--- config.mk ---
export PLATFORM = sky130hd
export DESIGN_NAME = ixd_top
export DESIGN_NICKNAME = d
export VERILOG_FILES = /design/src/include/ixd_pkg.sv /design/src/hdl/ixd_shift.sv /design/src/hdl/ixd_top.sv
export SDC_FILE = /design/constraint.sdc
export NUM_CORES = 2
export LEC_CHECK = 0
export BUFFER_PORTS_ARGS = -buffer_cell sky130_fd_sc_hd__buf_2
export CORE_ASPECT_RATIO = 0.8
export CORE_MARGIN = 3
export CORE_UTILIZATION = 55
export CTS_CLUSTER_SIZE = 14
export DETAILED_ROUTE_END_ITERATION = 7
export PLACE_DENSITY = 0.73
export SETUP_SLACK_MARGIN = 0.05
export SYNTH_ARGS = -nofsm -noshare
export SYNTH_HDL_FRONTEND = slang
export SYNTH_SLANG_ARGS = --single-unit
--- constraint.sdc ---
create_clock -name I_CLK -period 7 [get_ports I_CLK]
set_input_delay 0.35 -clock I_CLK [delete_from_list [all_inputs] [get_ports I_CLK]]
set_output_delay 0.35 -clock I_CLK [all_outputs]
set_load 0.02 [all_outputs]
--- src/include/ixd_pkg.sv ---
// package of constants and types for the integer execution datapath
package ixd_pkg;
	// ****************************************************************
	// register map
	// ****************************************************************
	localparam logic [11:0] ADDR_CTRL   = 12'h000;
	localparam logic [11:0] ADDR_OPA    = 12'h004;
	localparam logic [11:0] ADDR_OPB    = 12'h008;
	localparam logic [11:0] ADDR_OPC    = 12'h00c;
	localparam logic [11:0] ADDR_RES    = 12'h010;
	localparam logic [11:0] ADDR_RESHI  = 12'h014;
	localparam logic [11:0] ADDR_FLAGS  = 12'h018;
	localparam logic [11:0] ADDR_QUOT   = 12'h01c;
	localparam logic [11:0] ADDR_REM    = 12'h020;
	localparam logic [11:0] ADDR_IRQST  = 12'h024;
	localparam logic [11:0] ADDR_IRQMSK = 12'h028;
	localparam logic [11:0] ADDR_BUSY   = 12'h02c;

	// ****************************************************************
	// control word fields
	// ****************************************************************
	localparam int CTRL_OP_LSB  = 0;
	localparam int CTRL_BYTE    = 5;
	localparam int CTRL_SRC_MEM = 6;
	localparam int CTRL_DST_MEM = 7;
	localparam int CTRL_GO      = 8;

	// flags register bit positions
	localparam int FL_C  = 0;
	localparam int FL_Z  = 1;
	localparam int FL_OV = 2;
	localparam int FL_N  = 3;
	localparam int FL_DC = 8;

	// interrupt status bit positions
	localparam int IRQ_DONE = 0;
	localparam int IRQ_DIV0 = 1;

	localparam logic [15:0] FLAGS_RST = 16'h0000;
	localparam logic [1:0]  IRQ_RST   = 2'h0;
	localparam logic [4:0]  DIV_STEPS = 5'h10;

	typedef enum logic [4:0] {
		IXD_ADD, IXD_SUB, IXD_AND, IXD_IOR, IXD_XOR,
		IXD_SHIFT_A, IXD_SHIFT_L,
		IXD_MUL_SS, IXD_MUL_UU, IXD_MUL_US,
		IXD_MUL_SL5, IXD_MUL_UL5, IXD_MUL_BB,
		IXD_DIV_S32, IXD_DIV_U32, IXD_DIV_S16, IXD_DIV_U16
	} ixd_op_t;
endpackage : ixd_pkg

--- src/hdl/ixd_shift.sv ---
// single-cycle signed-amount barrel shifter
`timescale 1ns/1ps
module ixd_shift (
	input  wire logic [15:0] i_val,
	input  wire logic [4:0]  i_amt,
	input  wire logic        i_arith,
	output logic      [15:0] o_val
);
	logic [4:0]  mag;
	logic [31:0] ext;

	always_comb begin
		mag = i_amt[4] ? 5'(-i_amt) : i_amt;
		ext = {{16{i_arith & i_val[15]}}, i_val};
		// positive right, negative left, zero untouched
		if (i_amt == 5'h00) begin
			o_val = i_val;
		end else if (i_amt[4]) begin
			o_val = 16'(i_val << mag);
		end else begin
			o_val = 16'(ext >> mag);
		end
	end
endmodule : ixd_shift

--- src/hdl/ixd_top.sv ---
// integer execution datapath: alu, multiplier, divider, shifter
`timescale 1ns/1ps
// Overview of operation
// - 16-bit add, subtract, shift, logic operations
// - arithmetic is two's complement by default
// - carry, zero, sign, overflow, nibble flags update
// - subtract carries are inverted borrows
// - byte or word width per instruction
// - first operand from register or memory; non-divide results also to memory
// - 17x17 multiplier with sign/zero extension
// - six multiply modes incl literal and byte
// - signed/unsigned 32/16 and 16/16 divide
// - quotient to quotient reg, remainder to remainder
// - any nonzero divisor; aligned pair gives 32-bit dividend
// - one cycle per divisor bit, equal length
// - single-cycle shift up to 16 bits
// - shift source register or memory
// - signed amount: positive right, negative left
// - zero divisor raises trap and sets flag
module ixd_top (
	input  wire logic        I_CLK,
	input  wire logic        I_RST,
	input  wire logic        I_PSEL,
	input  wire logic        I_PENABLE,
	input  wire logic        I_PWRITE,
	input  wire logic [11:0] I_PADDR,
	input  wire logic [31:0] I_PWDATA,
	input  wire logic [15:0] I_MEM_DATA,
	output logic      [31:0] O_PRDATA,
	output logic             O_PREADY,
	output logic             O_PSLVERR,
	output logic             O_BUSY,
	output logic             O_IRQ,
	output logic             O_MATH_TRAP,
	output logic             O_MEM_WE,
	output logic      [15:0] O_MEM_WDATA
);
	// ****************************************************************
	// state
	// ****************************************************************
	typedef enum logic [1:0] {ST_IDLE, ST_DIV, ST_FIX} ixd_st_t;

	typedef struct packed {
		ixd_st_t     st;
		logic [8:0]  ctrl;
		logic [15:0] opa;
		logic [15:0] opb;
		logic [15:0] opc;
		logic [15:0] res;
		logic [15:0] reshi;
		logic [15:0] flags;
		logic [15:0] quot;
		logic [15:0] rem;
		logic [1:0]  irq_st;
		logic [1:0]  irq_msk;
		logic [31:0] dq;
		logic [16:0] acc;
		logic [15:0] dsr;
		logic [4:0]  cnt;
		logic        neg_q;
		logic        neg_r;
		logic [31:0] prdata;
		logic        pready;
		logic        slverr;
		logic        busy;
		logic        irq;
		logic        trap;
		logic        mem_we;
		logic [15:0] mem_wdata;
	} ixd_state_t;

	ixd_state_t s_r;
	ixd_state_t s_nxt;

	logic [15:0] shift_out;
	logic [15:0] src;
	logic        setup;
	logic        acc_wr;
	logic        acc_rd;
	ixd_pkg::ixd_op_t op;

	assign op  = ixd_pkg::ixd_op_t'(s_r.ctrl[4:0]);
	assign src = s_r.ctrl[ixd_pkg::CTRL_SRC_MEM] ? I_MEM_DATA : s_r.opa;
	assign setup  = I_PSEL & ~I_PENABLE;
	assign acc_wr = I_PSEL & I_PENABLE & I_PWRITE & s_r.pready;
	assign acc_rd = I_PSEL & ~I_PWRITE & setup;

	ixd_shift u_shift (
		.i_val   (src),
		.i_amt   (s_r.opb[4:0]),
		.i_arith (op == ixd_pkg::IXD_SHIFT_A),
		.o_val   (shift_out)
	);

	// ****************************************************************
	// datapath and bus
	// ****************************************************************
	always_comb begin
		logic [16:0] ma;
		logic [16:0] mb;
		logic [33:0] prod;
		logic [16:0] sum;
		logic [4:0]  nib;
		logic [15:0] r;
		logic        byt;
		logic        co;
		logic        dco;
		logic        ovf;
		logic        msb;
		logic [15:0] b_eff;
		logic [31:0] dvd;
		logic [15:0] dvs;
		logic        sgn;
		logic        long;
		logic [16:0] trial;
		logic [1:0]  ev;
		logic [7:0]  r8;
		ma = 17'h00000;
		mb = 17'h00000;
		prod = 34'h000000000;
		sum = 17'h00000;
		nib = 5'h00;
		r = 16'h0000;
		byt = 1'b0;
		co = 1'b0;
		dco = 1'b0;
		ovf = 1'b0;
		msb = 1'b0;
		b_eff = 16'h0000;
		dvd = 32'h00000000;
		dvs = 16'h0000;
		sgn = 1'b0;
		long = 1'b0;
		trial = 17'h00000;
		ev = 2'h0;
		r8 = 8'h00;
		s_nxt = s_r;
		s_nxt.mem_we = 1'b0;
		s_nxt.pready = setup;
		s_nxt.slverr = 1'b0;

		// register writes take effect in the access phase
		if (acc_wr) begin
			case (I_PADDR)
			ixd_pkg::ADDR_CTRL:   s_nxt.ctrl = I_PWDATA[8:0];
			ixd_pkg::ADDR_OPA:    s_nxt.opa = I_PWDATA[15:0];
			ixd_pkg::ADDR_OPB:    s_nxt.opb = I_PWDATA[15:0];
			ixd_pkg::ADDR_OPC:    s_nxt.opc = I_PWDATA[15:0];
			ixd_pkg::ADDR_FLAGS:  s_nxt.flags = I_PWDATA[15:0] & 16'h010f;
			ixd_pkg::ADDR_IRQST:  s_nxt.irq_st = s_r.irq_st & ~I_PWDATA[1:0];
			ixd_pkg::ADDR_IRQMSK: s_nxt.irq_msk = I_PWDATA[1:0];
			default:              s_nxt.slverr = 1'b0;
			endcase
		end
		if (setup) begin
			s_nxt.slverr = I_PADDR > ixd_pkg::ADDR_BUSY || I_PADDR[1:0] != 2'h0;
		end
		if (acc_rd) begin
			case (I_PADDR)
			ixd_pkg::ADDR_CTRL:   s_nxt.prdata = {23'h0, s_r.ctrl};
			ixd_pkg::ADDR_OPA:    s_nxt.prdata = {16'h0, s_r.opa};
			ixd_pkg::ADDR_OPB:    s_nxt.prdata = {16'h0, s_r.opb};
			ixd_pkg::ADDR_OPC:    s_nxt.prdata = {16'h0, s_r.opc};
			ixd_pkg::ADDR_RES:    s_nxt.prdata = {16'h0, s_r.res};
			ixd_pkg::ADDR_RESHI:  s_nxt.prdata = {16'h0, s_r.reshi};
			ixd_pkg::ADDR_FLAGS:  s_nxt.prdata = {16'h0, s_r.flags};
			ixd_pkg::ADDR_QUOT:   s_nxt.prdata = {16'h0, s_r.quot};
			ixd_pkg::ADDR_REM:    s_nxt.prdata = {16'h0, s_r.rem};
			ixd_pkg::ADDR_IRQST:  s_nxt.prdata = {30'h0, s_r.irq_st};
			ixd_pkg::ADDR_IRQMSK: s_nxt.prdata = {30'h0, s_r.irq_msk};
			ixd_pkg::ADDR_BUSY:   s_nxt.prdata = {31'h0, s_r.busy};
			default:              s_nxt.prdata = 32'h00000000;
			endcase
		end

		// go bit self-clears; ignored while the divider runs
		if (s_r.ctrl[ixd_pkg::CTRL_GO]) begin
			s_nxt.ctrl[ixd_pkg::CTRL_GO] = 1'b0;
		end

		case (s_r.st)
		ST_IDLE: begin
			if (s_r.ctrl[ixd_pkg::CTRL_GO]) begin
				byt = s_r.ctrl[ixd_pkg::CTRL_BYTE];
				b_eff = s_r.opb;
				case (op)
				ixd_pkg::IXD_ADD, ixd_pkg::IXD_SUB: begin
					if (op == ixd_pkg::IXD_SUB) begin
						b_eff = ~s_r.opb;
					end
					// subtract adds the inverse plus one
					sum = {1'b0, src} + {1'b0, b_eff}
						+ {16'h0, op == ixd_pkg::IXD_SUB};
					nib = {1'b0, src[3:0]} + {1'b0, b_eff[3:0]}
						+ {4'h0, op == ixd_pkg::IXD_SUB};
					// borrow shows as carry clear
					dco = nib[4];
					r = sum[15:0];
					if (byt) begin
						r8 = src[7:0] + b_eff[7:0]
							+ {7'h0, op == ixd_pkg::IXD_SUB};
						co = ({1'b0, src[7:0]} + {1'b0, b_eff[7:0]}
							+ {8'h0, op == ixd_pkg::IXD_SUB}) > 9'h0ff;
						ovf = (src[7] == b_eff[7]) && (r8[7] != src[7]);
						r = {8'h00, r8};
					end else begin
						co = sum[16];
						ovf = (src[15] == b_eff[15]) && (r[15] != src[15]);
					end
					s_nxt.flags[ixd_pkg::FL_C] = co;
					s_nxt.flags[ixd_pkg::FL_DC] = dco;
					s_nxt.flags[ixd_pkg::FL_OV] = ovf;
				end
				ixd_pkg::IXD_AND: r = src & s_r.opb;
				ixd_pkg::IXD_IOR: r = src | s_r.opb;
				ixd_pkg::IXD_XOR: r = src ^ s_r.opb;
				ixd_pkg::IXD_SHIFT_A, ixd_pkg::IXD_SHIFT_L: r = shift_out;
				ixd_pkg::IXD_MUL_SS, ixd_pkg::IXD_MUL_UU,
				ixd_pkg::IXD_MUL_US, ixd_pkg::IXD_MUL_SL5,
				ixd_pkg::IXD_MUL_UL5, ixd_pkg::IXD_MUL_BB: begin
					// extension picks the signedness
					ma = {op == ixd_pkg::IXD_MUL_SS
						|| op == ixd_pkg::IXD_MUL_SL5 ? src[15] : 1'b0, src};
					mb = {op == ixd_pkg::IXD_MUL_SS
						|| op == ixd_pkg::IXD_MUL_US
						? s_r.opb[15] : 1'b0, s_r.opb};
					if (op == ixd_pkg::IXD_MUL_SL5
						|| op == ixd_pkg::IXD_MUL_UL5) begin
						mb = {12'h000, s_r.opb[4:0]};
					end
					if (op == ixd_pkg::IXD_MUL_BB) begin
						ma = {9'h000, src[7:0]};
						mb = {9'h000, s_r.opb[7:0]};
					end
					prod = 34'($signed(ma)) * 34'($signed(mb));
					r = prod[15:0];
					s_nxt.reshi = prod[31:16];
				end
				default: begin
					// divide: aligned pair, upper half in opc
					long = op == ixd_pkg::IXD_DIV_S32
						|| op == ixd_pkg::IXD_DIV_U32;
					sgn = op == ixd_pkg::IXD_DIV_S32
						|| op == ixd_pkg::IXD_DIV_S16;
					dvd = long ? {s_r.opc, s_r.opa}
						: {{16{sgn & s_r.opa[15]}}, s_r.opa};
					dvs = s_r.opb;
					if (dvs == 16'h0000) begin
						s_nxt.trap = 1'b1;
						ev[ixd_pkg::IRQ_DIV0] = 1'b1;
					end else begin
						s_nxt.neg_q = sgn & (dvd[31] ^ dvs[15]);
						s_nxt.neg_r = sgn & dvd[31];
						s_nxt.dq = (sgn & dvd[31]) ? 32'(-dvd) : dvd;
						s_nxt.dsr = (sgn & dvs[15]) ? 16'(-dvs) : dvs;
						s_nxt.acc = 17'h00000;
						s_nxt.cnt = 5'h00;
						s_nxt.busy = 1'b1;
						s_nxt.st = ST_DIV;
					end
				end
				endcase
				if (op <= ixd_pkg::IXD_MUL_BB) begin
					msb = byt ? r[7] : r[15];
					if (byt) begin
						r = {8'h00, r[7:0]};
					end
					s_nxt.res = r;
					s_nxt.flags[ixd_pkg::FL_Z] = byt ? r[7:0] == 8'h00
						: r == 16'h0000;
					s_nxt.flags[ixd_pkg::FL_N] = msb;
					// result may also go out to data memory
					s_nxt.mem_we = s_r.ctrl[ixd_pkg::CTRL_DST_MEM];
					s_nxt.mem_wdata = r;
					ev[ixd_pkg::IRQ_DONE] = 1'b1;
				end
			end
		end
		ST_DIV: begin
			// 32-bit dividend, low bits folded in over the 16 steps after the load
			// restoring division on the 32-bit magnitude, 16 steps
			// handle the high half as the starting remainder
			trial = {s_r.acc[15:0], s_r.dq[31]} - {1'b0, s_r.dsr};
			if (s_r.cnt == 5'h00) begin
				s_nxt.acc = {1'b0, s_r.dq[31:16]};
				s_nxt.dq = {s_r.dq[15:0], 16'h0000};
				s_nxt.cnt = 5'h01;
			end else begin
				trial = {s_r.acc[15:0], s_r.dq[31]} - {1'b0, s_r.dsr};
				if (!trial[16] || s_r.acc[16]) begin
					s_nxt.acc = trial;
					s_nxt.dq = {s_r.dq[30:0], 1'b1};
				end else begin
					s_nxt.acc = {s_r.acc[15:0], s_r.dq[31]};
					s_nxt.dq = {s_r.dq[30:0], 1'b0};
				end
				s_nxt.cnt = 5'(s_r.cnt + 5'h01);
				if (s_r.cnt == ixd_pkg::DIV_STEPS) begin
					s_nxt.st = ST_FIX;
				end
			end
		end
		ST_FIX: begin
			// writes held back until after the last step
			s_nxt.quot = s_r.neg_q ? 16'(-s_r.dq[15:0])
				: s_r.dq[15:0];
			s_nxt.rem = s_r.neg_r ? 16'(-s_r.acc[15:0])
				: s_r.acc[15:0];
			s_nxt.busy = 1'b0;
			s_nxt.st = ST_IDLE;
			ev[ixd_pkg::IRQ_DONE] = 1'b1;
		end
		default: s_nxt.st = ST_IDLE;
		endcase

		// hardware set wins over a software clear
		s_nxt.irq_st = s_nxt.irq_st | ev;
		s_nxt.irq = |(s_nxt.irq_st & s_nxt.irq_msk);
		if (acc_wr && I_PADDR == ixd_pkg::ADDR_IRQST
			&& I_PWDATA[ixd_pkg::IRQ_DIV0] && !ev[ixd_pkg::IRQ_DIV0]) begin
			s_nxt.trap = 1'b0;
		end
	end

	always_ff @(posedge I_CLK or posedge I_RST) begin
		if (I_RST) begin
			s_r <= '0;
			s_r.st <= ST_IDLE;
			s_r.flags <= ixd_pkg::FLAGS_RST;
			s_r.irq_st <= ixd_pkg::IRQ_RST;
		end else begin
			s_r <= s_nxt;
		end
	end

	assign O_PRDATA    = s_r.prdata;
	assign O_PREADY    = s_r.pready;
	assign O_PSLVERR   = s_r.slverr;
	assign O_BUSY      = s_r.busy;
	assign O_IRQ       = s_r.irq;
	assign O_MATH_TRAP = s_r.trap;
	assign O_MEM_WE    = s_r.mem_we;
	assign O_MEM_WDATA = s_r.mem_wdata;
endmodule : ixd_top

==> results.py <==
metrics = {
    "outcome": {
        "status": "finished with violations",
        "violations": "hold timing",
    },
    "route": {
        "drtIter0Drc": 3173,
        "drcViolationCount": 0,
        "vias": 26080,
        "wirelength_mm": 106.5,
        "wl_per_cell_microns": 26.02,
        "via_per_inst": 6.368,
        "first_pass_iters": 8,
        "ant_nets": 0,
    },
    "timing": {
        "tightest_slew_ns": 1.248,
        "rsz0062_at_grt": "true",
        "fmax_mhz": 146.3,
        "setup_viol": 0,
        "period_needed_ns": 6.836,
        "slew_violations": 0,
        "relSlewSlack_pct": 16.51,
        "worst_slack_ns": 0.1636,
        "holdWs_ns": -0.0002981,
        "finalClockSkew_ns": 0.01226,
        "hold_viol": 2,
        "tns_ns": 0,
        "period_share_pct": 97.66,
    },
    "power_and_ir_drop": {
        "max-vdd-ir-drop_v": 0.0001778,
        "p_leak_nw": 14.29,
        "power.density_nw_per_um2": 87.17,
    },
    "cts": {
        "cts_buffers": 22,
        "clk_pin_slew_ns": 0.07,
        "cts_htree_levels": 1,
        "cts.path.max_buffers": 3,
        "insertion_delay_ns": 0.53,
        "hold_buffers": 0,
        "cts_tree": "built",
        "cts-root-buf": "clkbuf_16",
        "cts_sinks": 226,
    },
    "logic_synthesis": {
        "synth_seq_area_share_pct": 20.47,
        "yosys_register_bits": 226,
        "synth-edff-count": 0,
        "synth_cells": 3252,
        "avgSynthCellArea_sq_um": 8.497,
        "netlist_area_sq_um": 27630,
        "ys_warn_count": 0,
        "ys_types": 96,
        "async_flop_share_pct": 100.0,
        "synthFlopType": "dfrtp_1",
    },
    "worst_setup_path": {
        "worstSetupPathType": "reg -> reg",
        "path_max_fanout": 6,
        "cp.arrival_ns": 7.23,
        "crit_required_ns": 7.40,
        "cp-start-kind": "flop",
        "cp-end-kind": "flop",
    },
    "cells_and_area": {
        "final_common_cell": "nand2_1",
        "stdcell_area_sq_um": 31010,
        "nets": 3915,
        "finalCoreUtilization_pct": 63.27,
        "area_delta_synth_final_pct": 12.21,
        "layout-drive-gt1-share_pct": 16.31,
        "most-common-layout-cells": "nand2_1 (444), inv_1 (326), nor2_1 (309), fa_1 (279), buf_4 (255)",
    },
    "floorplanning": {
        "die_w_microns": 256.6,
        "num_rows": 72,
        "io_pins": 119,
        "start_util_pct": 56.39,
        "core_sq_um": 49010,
        "dieArea_sq_um": 52980,
        "die_h_microns": 206.5,
    },
    "placement": {
        "place_congestion": 1.068,
        "placed_area_sq_um": 29850,
        "dp_hpwl_mm": 84.93,
        "place.port_buffers": 86,
        "pre_cts_ws_ns": -0.1261,
    },
    "grt": {
        "antenna_found_initial": 5,
        "grt_max_degree": 142,
        "grt_first_pass_wirelength_mm": 158.3,
        "grt_pass1_vias": 25310,
        "overflow": 0,
        "track_usage_pct": 39.82,
    },
    "run": {
        "cap_violations": 0,
    },
    "min_path": {
        "hold_class": "in -> async",
    },
}
-- sequential cells by signal (all words and copies together) (netlist names) --
register     count
s_r            183
O_MEM_WDATA     16
O_PRDATA        16
op               5
O_BUSY           1
O_IRQ            1
O_MATH_TRAP      1
O_MEM_WE         1
O_PREADY         1
O_PSLVERR        1
-- final timing paths --
kind | startpoint | depth (start not counted) | slack [ns] | to
max | op[2] | 27 | 0.16 | s_r[190]
min | I_RST | 2 | -0.0003 | s_r[89]
max reg2reg | op[2] | 27 | 0.16 | s_r[190]
min reg2reg | O_PRDATA[10] | 1 | 0.48 | O_PRDATA[10]
max in group asynchronous | I_RST | 3 | 5.15 | s_r[219]
min in group I_CLK | I_PENABLE | 2 | 0.03 | O_PREADY
-- layer usage --
layer	part of all wire, %	vias to the layer above	track usage (%)
met4	3.6	10	11.92
met1	42	12990	57.52
li1	-	11230	-
met3	13	257	12.25
met5	0.20	-	1.944
met2	41	1587	57.24
-- final cells by class --
type                    count  area (sq um)
repair buffers            358          2580
clock buffers              34         676.9
multi-input cells        2468         19900
flip-flops and latches    226          5658
fillers                  4310         18000
well taps                 666         833.3
clock inverters             5         82.58
diodes                      2         5.005
inverters                 336          1274
-- per-stage QoR --
step / hold WS [ns] / cells / power, mW
after global routing: 0.04758 / 4093 / 2.758
after global placement: 0.4562 / 4041 / 1.431
after detailed placement: 0.4648 / 4041 / 1.433
final: -0.0002981 / 4095 / 2.703
after floorplan: 0.4351 / 3267 / 1.389
after CTS: 0.03201 / 4080 / 2.694
-- synthesized netlist by cell type, types with 8 or more instances --
| cell | n | area share [%] |
|---|---|---|
| nand3b_1 | 9 | 0.24 |
| buf_2 | 34 | 0.62 |
| nor3_1 | 57 | 1.0 |
| o22ai_1 | 8 | 0.18 |
| nor2b_1 | 11 | 0.25 |
| nor4_1 | 12 | 0.27 |
| clkbuf_1 | 130 | 1.8 |
| xor2_1 | 56 | 1.8 |
| o211ai_1 | 13 | 0.35 |
| fa_1 | 284 | 21 |
| a31oi_1 | 29 | 0.66 |
| a222oi_1 | 11 | 0.40 |
| buf_1 | 15 | 0.20 |
| a221oi_1 | 19 | 0.60 |
| dfrtp_1 | 226 | 20 |
| nand4_1 | 17 | 0.38 |
| nand2b_1 | 19 | 0.43 |
| o21ai_0 | 196 | 3.5 |
| o31ai_1 | 27 | 0.73 |
| xnor2_1 | 89 | 2.8 |
| and3_1 | 16 | 0.36 |
| a22oi_1 | 51 | 1.4 |
| and2_1 | 21 | 0.48 |
| ha_1 | 154 | 7.0 |
| mux4_2 | 12 | 0.98 |
| mux2i_1 | 47 | 1.7 |
| nand3_1 | 50 | 0.91 |
| o41ai_1 | 8 | 0.25 |
| buf_4 | 53 | 1.4 |
| inv_1 | 329 | 4.5 |
| a22o_1 | 10 | 0.32 |
| or3_1 | 27 | 0.61 |
| a211oi_1 | 25 | 0.68 |
| nor2_1 | 319 | 4.3 |
| a21o_1 | 41 | 1.1 |
| o21a_1 | 17 | 0.46 |
| a21oi_1 | 148 | 2.7 |
| nand2_1 | 451 | 6.1 |
| mux2_2 | 56 | 2.3 |
-- power by group --
part | internal, mW | total (mW) | switching, mW
Sequential | 1.31 | 1.31 | 0.00162
Clock | 0.740 | 1.29 | 0.552
Combinational | 0.0224 | 0.102 | 0.0793
-- logic make-up after synthesis --
| kind of cell | after synthesis | synth area share (%) |
|---|---|---|
| simple gates | 1054 | 16.81 |
| buf+inv | 573 | 8.775 |
| compound gates | 690 | 16.22 |
| flops | 226 | 20.47 |
| xor+xnor | 147 | 4.714 |
| mux | 123 | 5.447 |
| fa+ha+maj | 438 | 27.55 |
| other cells | 1 | 0.01357 |
-- what timing repair did --
item                       CTS  global route
setup endpoints to repair    5            12
gates resized for setup      9            67
pin swaps                    2            25
gates cloned                 0             1
buffers inserted             0            12
-- critical path, cell delays in order (launching register included) --
cell       delay, ns
dfrtp_1         0.38
buf_6           0.13
nand4bb_4       0.24
buf_6           0.17
buf_4           0.15
and2_1          0.17
and2_4          0.18
buf_4           0.16
nand2_1         0.09
fa_1            0.44
fa_1            0.58
fa_1            0.45
fa_1            0.53
fa_1            0.51
inv_1           0.06
fa_1            0.58
ha_4            0.22
a21o_1          0.16
a21o_1          0.18
a21oi_2         0.16
o21ai_0         0.11
a41o_1          0.26
o41ai_2         0.21
buf_4           0.17
o21ai_2         0.06
buf_4           0.15
xnor2_1         0.12
o21ai_1         0.07
(Power assumes the default switching activity.)
